[src/pkg/gfs_pkg.sv]
// package: register map, field positions and reset values of the gate fault status bank
package gfs_pkg;

  // ==========================================================
  // register offsets
  localparam logic [5:0] GateFaultStatusLowAddr  = 6'h03;
  localparam logic [5:0] GateFaultStatusHighAddr = 6'h04;
  localparam logic [5:0] SupplyTempLinkAddr      = 6'h05;
  localparam logic [5:0] VariantIdentityAddr     = 6'h06;

  // ==========================================================
  // supply / temperature / link register bit positions
  localparam int SupplyUvBit     = 7;
  localparam int SupplyOvBit     = 6;
  localparam int ChargePumpUvBit = 5;
  localparam int OverTempWarnBit = 4;
  localparam int OverTempShdnBit = 3;
  localparam int WatchdogBit     = 2;
  localparam int SerialFrameBit  = 1;

  // ==========================================================
  // reset values and frame length
  localparam logic [7:0] StatusResetValue  = 8'h00;
  localparam logic [3:0] VariantResetField = 4'h0;
  localparam logic [4:0] FrameClockCount   = 5'h10;
  localparam logic [4:0] FrameCountMax     = 5'h1F;

  // ==========================================================
  // frame checker states
  typedef enum logic [1:0] {
    GFS_IDLE  = 2'b01,
    GFS_FRAME = 2'b10
  } gfs_frame_state_t;

endpackage : gfs_pkg

[src/verilog/gfs_frame_checker.sv]
// module: counts serial clocks in each frame and flags a count other than sixteen
module gfs_frame_checker
  import gfs_pkg::*;
(
  // clock and reset
  input  wire logic core_clk,
  input  wire logic reset,
  // serial frame observation
  input  wire logic frameActive,
  input  wire logic serialClockRise,
  // result
  output logic      frameFaultPulse
);

  // ==========================================================
  // frame length counter
  gfs_frame_state_t state;
  logic [4:0]       clockCount;
  always_ff @(posedge core_clk) begin
    if (reset) begin
      state      <= GFS_IDLE;
      clockCount <= 5'h00;
    end else begin
      unique case (state)
        GFS_IDLE: begin
          clockCount <= 5'h00;
          if (frameActive) begin
            state      <= GFS_FRAME;
            clockCount <= serialClockRise ? 5'h01 : 5'h00;
          end
        end
        GFS_FRAME: begin
          // saturate so a long frame never wraps back to sixteen
          if (serialClockRise && clockCount != FrameCountMax) begin
            clockCount <= clockCount + 5'h01;
          end
          if (!frameActive) begin
            state <= GFS_IDLE;
          end
        end
      endcase
    end
  end

  // ==========================================================
  // evaluate at frame end
  always_ff @(posedge core_clk) begin
    if (reset) begin
      frameFaultPulse <= 1'b0;
    end else begin
      frameFaultPulse <= (state == GFS_FRAME) && !frameActive
                         && (clockCount != FrameClockCount);
    end
  end

  property p_frame_len;
    @(posedge core_clk) disable iff (reset)
      (state == GFS_FRAME && !frameActive && clockCount == FrameClockCount)
      |=> !frameFaultPulse;
  endproperty
  a_frame_len: assert property (p_frame_len)
    else $error("fault flagged on a sixteen clock frame");
  c_bad_frame: cover property (@(posedge core_clk) disable iff (reset) frameFaultPulse);

endmodule : gfs_frame_checker

[src/verilog/gfs_status_bank.sv]
// module: read-only gate fault, supply and variant status register bank
// Functional notes
// - low gate register: bridges one to four, high side bit 7, low side bit 6 onward
// - high gate register: bridges five to eight, bit 7 high five, bit 0 low eight
// - gate fault bits are read only and zero after reset until a fault
// - supply undervoltage bit 7, overvoltage bit 6, charge pump undervoltage bit 5
// - overtemperature warning bit 4, shutdown bit 3, separate, reset zero
// - watchdog fault sets bit 2 of the supply register
// - frame fault bit 1 set when a frame has other than sixteen clocks
// - frame fault stays out of fault pin and global fault indicator
// - variant register holds id in bits 3-0, bits 7-4 read zero
// - serial ok reads zero from a frame fault until a fault clear, one otherwise
// - bridge summary is the OR of all overcurrent and gate faults
// - thermal summary is OR of warnings, shutdown, watchdog and other warnings
module gfs_status_bank
  import gfs_pkg::*;
#(
  parameter logic [3:0] VariantId = 4'h5   // arbitrary neutral value
)
(
  // clock and reset
  input  wire logic        core_clk,
  input  wire logic        reset,
  // fault indications from the detectors
  input  wire logic [15:0] gateFaultIn,
  input  wire logic [15:0] overcurrentFaultIn,
  input  wire logic        supplyUvIn,
  input  wire logic        supplyOvIn,
  input  wire logic        chargePumpUvIn,
  input  wire logic        overTempWarnIn,
  input  wire logic        overTempShdnIn,
  input  wire logic        watchdogFaultIn,
  input  wire logic        otherWarnIn,
  input  wire logic        clearFault,
  // serial frame observation
  input  wire logic        frameActive,
  input  wire logic        serialClockRise,
  // register read port
  input  wire logic        readStrobe,
  input  wire logic        writeStrobe,
  input  wire logic [5:0]  regAddr,
  output logic [7:0]       readData,
  output logic             readHit,
  // summaries
  output logic             serialOk,
  output logic             bridgeFaultSummary,
  output logic             thermalWatchdogSummary,
  output logic             faultOutputPin_n
);

  // ==========================================================
  // latched status
  logic [7:0] gateFaultStatusLow;
  logic [7:0] gateFaultStatusHigh;
  logic [7:0] supplyTempLinkStatus;
  logic [3:0] deviceVariantField;
  logic       frameFaultPulse;
  logic [7:0] next_readData;

  gfs_frame_checker u_frame_checker (
    .core_clk        (core_clk),
    .reset           (reset),
    .frameActive     (frameActive),
    .serialClockRise (serialClockRise),
    .frameFaultPulse (frameFaultPulse)
  );

  // set wins over clear so an event in the clearing cycle survives
  function automatic logic [7:0] latchBits(input logic [7:0] cur, input logic [7:0] set,
                                           input logic clr);
    latchBits = (clr ? 8'h00 : cur) | set;
  endfunction : latchBits

  always_ff @(posedge core_clk) begin
    if (reset) begin
      gateFaultStatusLow  <= StatusResetValue;
      gateFaultStatusHigh <= StatusResetValue;
    end else begin
      gateFaultStatusLow  <= latchBits(gateFaultStatusLow, gateFaultIn[15:8], clearFault);
      gateFaultStatusHigh <= latchBits(gateFaultStatusHigh, gateFaultIn[7:0], clearFault);
    end
  end

  logic [7:0] supplySet;
  always_comb begin
    supplySet                  = 8'h00;
    supplySet[SupplyUvBit]     = supplyUvIn;
    supplySet[SupplyOvBit]     = supplyOvIn;
    supplySet[ChargePumpUvBit] = chargePumpUvIn;
    supplySet[OverTempWarnBit] = overTempWarnIn;
    supplySet[OverTempShdnBit] = overTempShdnIn;
    supplySet[WatchdogBit]     = watchdogFaultIn;
    supplySet[SerialFrameBit]  = frameFaultPulse;
  end

  always_ff @(posedge core_clk) begin
    if (reset) begin
      supplyTempLinkStatus <= StatusResetValue;
    end else begin
      supplyTempLinkStatus <= latchBits(supplyTempLinkStatus, supplySet, clearFault);
    end
  end

  // strap-like identity captured after reset release, never during reset
  always_ff @(posedge core_clk) begin
    if (reset) begin
      deviceVariantField <= VariantResetField;
    end else begin
      deviceVariantField <= VariantId;
    end
  end

  // ==========================================================
  // summaries; frame fault deliberately excluded from the pin
  logic otherWarnLatched;
  logic overcurrentAny;
  always_ff @(posedge core_clk) begin
    if (reset) begin
      otherWarnLatched <= 1'b0;
      overcurrentAny   <= 1'b0;
    end else begin
      otherWarnLatched <= (clearFault ? 1'b0 : otherWarnLatched) | otherWarnIn;
      overcurrentAny   <= (clearFault ? 1'b0 : overcurrentAny) | (|overcurrentFaultIn);
    end
  end

  assign serialOk               = ~supplyTempLinkStatus[SerialFrameBit];
  assign bridgeFaultSummary     = overcurrentAny | (|gateFaultStatusLow)
                                  | (|gateFaultStatusHigh);
  assign thermalWatchdogSummary = supplyTempLinkStatus[OverTempWarnBit]
                                  | supplyTempLinkStatus[OverTempShdnBit]
                                  | supplyTempLinkStatus[WatchdogBit] | otherWarnLatched;
  assign faultOutputPin_n       = ~(bridgeFaultSummary | supplyTempLinkStatus[SupplyUvBit]
                                  | supplyTempLinkStatus[SupplyOvBit]
                                  | supplyTempLinkStatus[ChargePumpUvBit]
                                  | supplyTempLinkStatus[OverTempShdnBit]
                                  | supplyTempLinkStatus[WatchdogBit]);

  // ==========================================================
  // read port; writes change no register, a write strobe only blocks the read
  always_comb begin
    next_readData = 8'h00;
    unique case (regAddr)
      GateFaultStatusLowAddr:  next_readData = gateFaultStatusLow;
      GateFaultStatusHighAddr: next_readData = gateFaultStatusHigh;
      SupplyTempLinkAddr:      next_readData = supplyTempLinkStatus;
      VariantIdentityAddr:     next_readData = {4'h0, deviceVariantField};
      default:                 next_readData = 8'h00;
    endcase
  end

  always_ff @(posedge core_clk) begin
    if (reset) begin
      readData <= 8'h00;
      readHit  <= 1'b0;
    end else begin
      readHit <= readStrobe && !writeStrobe;
      if (readStrobe && !writeStrobe) begin
        readData <= next_readData;
      end
    end
  end

  // ==========================================================
  // assertions
  property p_gate_latch;
    @(posedge core_clk) disable iff (reset)
      (gateFaultIn[15] && !reset) |=> gateFaultStatusLow[7];
  endproperty
  a_gate_latch: assert property (p_gate_latch) else $error("high side one not latched");

  property p_gate_high;
    @(posedge core_clk) disable iff (reset) gateFaultIn[0] |=> gateFaultStatusHigh[0];
  endproperty
  a_gate_high: assert property (p_gate_high) else $error("low side eight not latched");

  property p_reset_zero;
    @(posedge core_clk) reset |=> (gateFaultStatusLow == 8'h00 && gateFaultStatusHigh == 8'h00);
  endproperty
  a_reset_zero: assert property (p_reset_zero) else $error("gate bits not zero after reset");

  property p_hold;
    @(posedge core_clk) disable iff (reset)
      (!clearFault && supplyTempLinkStatus[SupplyUvBit]) |=> supplyTempLinkStatus[SupplyUvBit];
  endproperty
  a_hold: assert property (p_hold) else $error("latched fault dropped without clear");

  property p_frame_no_pin;
    @(posedge core_clk) disable iff (reset)
      $rose(supplyTempLinkStatus[SerialFrameBit]) && $stable(supplyTempLinkStatus[7:2])
      && $stable(bridgeFaultSummary) |-> $stable(faultOutputPin_n);
  endproperty
  a_frame_no_pin: assert property (p_frame_no_pin) else $error("frame fault drove pin");

  property p_serial_ok;
    @(posedge core_clk) disable iff (reset) frameFaultPulse |=> !serialOk;
  endproperty
  a_serial_ok: assert property (p_serial_ok) else $error("serial ok stayed high");

  property p_wd;
    @(posedge core_clk) disable iff (reset) watchdogFaultIn |=> thermalWatchdogSummary;
  endproperty
  a_wd: assert property (p_wd) else $error("watchdog not in summary");

  property p_variant_read;
    @(posedge core_clk) disable iff (reset)
      (readStrobe && !writeStrobe && regAddr == VariantIdentityAddr)
      |=> readData[7:4] == 4'h0;
  endproperty
  a_variant_read: assert property (p_variant_read) else $error("reserved bits nonzero");

  property p_read_still;
    @(posedge core_clk) disable iff (reset)
      (readStrobe && !clearFault && !(|supplySet)) |=> $stable(supplyTempLinkStatus);
  endproperty
  a_read_still: assert property (p_read_still) else $error("read altered status");

  c_clear: cover property (@(posedge core_clk) disable iff (reset)
    clearFault && (|gateFaultStatusLow));
  c_read_supply: cover property (@(posedge core_clk) disable iff (reset)
    readStrobe && regAddr == SupplyTempLinkAddr);
  c_pin_low: cover property (@(posedge core_clk) disable iff (reset) !faultOutputPin_n);

endmodule : gfs_status_bank

[config.mk]
export PLATFORM = sky130hd
export DESIGN_NAME = gfs_status_bank
export DESIGN_NICKNAME = d
export VERILOG_FILES = /design/src/pkg/gfs_pkg.sv /design/src/verilog/gfs_frame_checker.sv /design/src/verilog/gfs_status_bank.sv
export SDC_FILE = /design/constraint.sdc
export NUM_CORES = 1
export LEC_CHECK = 0
export ABC_AREA = 1
export ABC_CLOCK_PERIOD_IN_PS = 1350
export BUFFER_PORTS_ARGS = -buffer_cell sky130_fd_sc_hd__buf_2
export CAP_MARGIN = 5
export CORE_ASPECT_RATIO = 1.25
export CORE_MARGIN = 10
export CORE_UTILIZATION = 44
export DETAILED_ROUTE_END_ITERATION = 6
export GPL_TIMING_DRIVEN = 0
export PLACE_DENSITY = 0.7
export SLEW_MARGIN = 20
export SYNTH_ARGS = -nofsm -noshare
export SYNTH_HDL_FRONTEND = slang
export SYNTH_SLANG_ARGS = --single-unit
[constraint.sdc]
create_clock -name core_clk -period 1.35 [get_ports core_clk]
set_input_delay 0 -clock core_clk [delete_from_list [all_inputs] [get_ports core_clk]]
set_output_delay 0 -clock core_clk [all_outputs]
set_load 0.005 [all_outputs]
==> results.sh <==
export IMPL_rows=26
export IMPL_cts_sinks=43
export IMPL_clk_pin_slew_ns=0.09
export IMPL_seq_area_frac_synth=0.455
export IMPL_cp_top_family="flip-flops"
export IMPL_routed_via_count=2058
export IMPL_wl_um=5970
export IMPL_synth_edf_count=0
export IMPL_seqCellArea_um2=870
export IMPL_sw_frac_of_total=0.235
export IMPL_die_width_um=78.7
export IMPL_r2r_slack_ns=-0.02
export IMPL_worstMarginPinSlew_ns=0.503
export IMPL_criticalPathCategory="reg -> reg"
export IMPL_syn_to_final_growth_pct=52.1
export IMPL_tritoncts="done"
export IMPL_hold_viol_final=0
export IMPL_post_dp_hpwl_um=4050
export IMPL_pwr_share_comb=0.129
export IMPL_via_per_inst=4.94
export IMPL_pwr_share_clk=0.405
export IMPL_rsz0062_at_grt="yes"
export IMPL_drc=0
export IMPL_dp_worst_setup_slack_ns=-0.141
export IMPL_die_area_mm2=0.00734
export IMPL_ys_ff_latch=43
export IMPL_p_sw_mw=0.694
export IMPL_grt_use_total=0.162
export IMPL_drt_first_pass_iters=5
export IMPL_n_fill_cell=330
export IMPL_finish_utilization=0.697
export IMPL_postSynth_asyncResetShare=0
export IMPL_setup_ws_ns=-0.0222
export IMPL_die_h_um=93.3
export IMPL_cp_num_buf_inv=2
export IMPL_grt_ovfl_total=0
export IMPL_powerDensity_mw_per_mm2=1030
export IMPL_syn_nets=303
export IMPL_num_io_pins=65
export IMPL_wl_per_cell_um=14.3
export IMPL_setup_viol=3
export IMPL_multi_input_comb_area_um2=957
export IMPL_max_cap_viol_count=0
export IMPL_htree_levels=2
export IMPL_slew_headroom=0.665
export IMPL_status="finished, violations left"
export IMPL_peakVddDrop_v=0.000831
export IMPL_synth_avg_cell_area_um2=7.63
export IMPL_synth_area_top_cells="dfxtp_1 (45%), nor2_1 (8.1%), a21oi_1 (7.4%), nand2_1 (6.5%), nand3_1 (6.1%)"
export IMPL_grt_pass1_wl_um=9490
export IMPL_cp_required_ns=1.58
export IMPL_worst_path_max_delay_cell="dfxtp_4"
export IMPL_violations="setup timing"
export IMPL_worstPathArrival_ns=1.61
export IMPL_grt_max_degree=15
export IMPL_nNetsFinal=413
export IMPL_hold_class="in -> reg"
export IMPL_grt_pass1_vias=2072
export IMPL_ys_types=28
export IMPL_cts_root_buf="clkbuf_8"
export IMPL_drtIter0Drc=101
export IMPL_ys_warn_count=0
export IMPL_synth_top_cell_by_area="dfxtp_1"
export IMPL_path_cells="ha_4 > inv_2 > nor3_2 > ha_2 > nor2_4 > inv_2 > o21ai_1 > nand2_1 > a31oi_1"
export IMPL_p_leak_nw=1.27
export IMPL_final_layout_size_suffix_gt1_frac=0.315
export IMPL_drtAntennaViolNets=0
export IMPL_final_setup_skew_ns=0.00834
export IMPL_drv_slew=0
export IMPL_hold_slack_ns=0.0456
export IMPL_seq_power_share=0.466
export IMPL_crit_fanout=5
export IMPL_fin_crit_ns=1.37
export IMPL_max_stage_delay_ns=0.36
export IMPL_core_area_mm2=0.00413
export IMPL_clock_path_buffers=2
export IMPL_io_buffers=63
export IMPL_antenna_found_initial=1
export IMPL_critical_path_most_common_cell="inv_2"
export IMPL_initial_core_util=0.458
export IMPL_finalCritPeriodShare=1.02
export IMPL_critPathCaptureType="register"
export IMPL_clkLatencyLatePin_ns=0.31
export IMPL_synth_top_area_share=0.455
export IMPL_netlist_instances=248
export IMPL_intPower_mw=2.26
export IMPL_synthesis_area_mm2=0.00189
export IMPL_cts_buffers=5
export IMPL_max_clock_freq_mhz=729
export IMPL_place_gp_congestion=0.916
export IMPL_start_kind="register"
export IMPL_ys_flop_type="dfxtp_1"
-- flip-flops by register name, indices dropped and copies added (netlist names), 2 cells and up --
name	count
gateFaultStatusHigh	8
readData	8
u_frame_checker.state	2
supplyTempLinkStatus	7
u_frame_checker.clockCount	5
gateFaultStatusLow	8
-- per-layer routing --
metal	share of wire	global-route usage	vias up
li1	-	-	1054
met1	0.38	0.157	924
met2	0.53	0.293	63
met3	0.051	0.0498	17
met4	0.034	0.0943	0
met5	0	0	-
-- logic make-up (layout without fill, tap and decap cells) --
family,after synthesis,count (layout),share of synthesized area
adders and majority gates,3,3,0.0198
buffers and inverters,32,143,0.0707
and+or+nand+nor,128,128,0.326
other,0,2,0
DFF,43,43,0.455
AOI/OAI and AO/OA,42,42,0.129
-- stage by stage --
step           total power [mW]  instances  cell area [um^2]  TNS (ns)
4_1_cts                    2.96        415              2860    -0.110
2_1_floorplan              1.55        248              1900         0
3_3_place_gp               1.67        367              2280    -0.395
5_1_grt                    3.08        416              2880    -0.581
6_report                   2.96        417              2880   -0.0605
3_5_place_dp               1.68        367              2280    -0.474
-- cells in the final DEF (no fill, tap or decap), types with 2 or more instances in the layout --
cell and instances:
buf_2 65, dfxtp_2 4, nand3_2 5, nor2_4 3, nand2_1 33, inv_2 4, inv_1 20, nor3_1 3
nor4_2 3, o21ai_1 3, nor4_1 4, a21oi_1 28, nor2_2 4, nand4_1 9, dlygate4sd3_1 37, buf_4 3
a21oi_2 7, nand3_1 21, clkbuf_1 3, nor2_1 39, bufinv_16 2, diode_2 2, dfxtp_1 38, clkbuf_8 5
-- path summary, 6_finish.rpt --
| kind | startpoint | cells after the start | end |
|---|---|---|---|
| hold / removal | writeStrobe | 4 | readData[5] |
| setup / recovery | u_frame_checker.clockCount[0] | 9 | u_frame_checker.clockCount[2] |
| setup reg to reg | u_frame_checker.clockCount[0] | 9 | u_frame_checker.clockCount[2] |
| hold reg to reg | u_frame_checker.frameFaultPulse | 2 | supplyTempLinkStatus[1] |
-- synth_stat cells, types with 3 or more instances --
master and n:
nand3_1 23, nor3_1 4, nor4_1 7, inv_1 22, nor2_2 3, nand3_2 3, a21oi_1 28, ha_1 3
dfxtp_1 43, a21oi_2 7, nand4_1 9, clkbuf_1 3, nor2_1 41, nand2_1 33
-- layout make-up --
type | instances | share of cell area
Sequential cell | 43 | 0.302
Multi-Input combinational cell | 173 | 0.332
Timing Repair Buffer | 103 | 0.246
Tap cell | 56 | 0.0243
Clock buffer | 5 | 0.0239
Clock inverter | 3 | 0.0235
Inverter | 25 | 0.0326
Antenna cell | 2 | 0.00174
Buffer | 7 | 0.0139
-- power groups by stage --
stage          logic, mW  clock network (mW)  registers, mW
2_1_floorplan      0.157                   0           1.39
3_3_place_gp       0.271                   0           1.40
3_5_place_dp       0.276                   0           1.40
4_1_cts            0.371                1.21           1.38
5_1_grt            0.421                1.27           1.39
6_report           0.382                1.20           1.38
-- worst reg2reg max path: stages (launching register included) --
cell,delay [ns]
dfxtp_4,0.36
ha_4,0.16
inv_2,0.05
nor3_2,0.03
ha_2,0.18
nor2_4,0.13
inv_2,0.07
o21ai_1,0.12
nand2_1,0.06
a31oi_1,0.14
-- repair_timing --
action,CTS,global route
setup buffers,3,0
hold buffers,37,0
endpoints found under the hold margin,31,0
setup endpoints to repair,7,7
pin swaps,6,3
resized for setup,14,5
No activity file was read; power rests on OpenSTA's default activity.
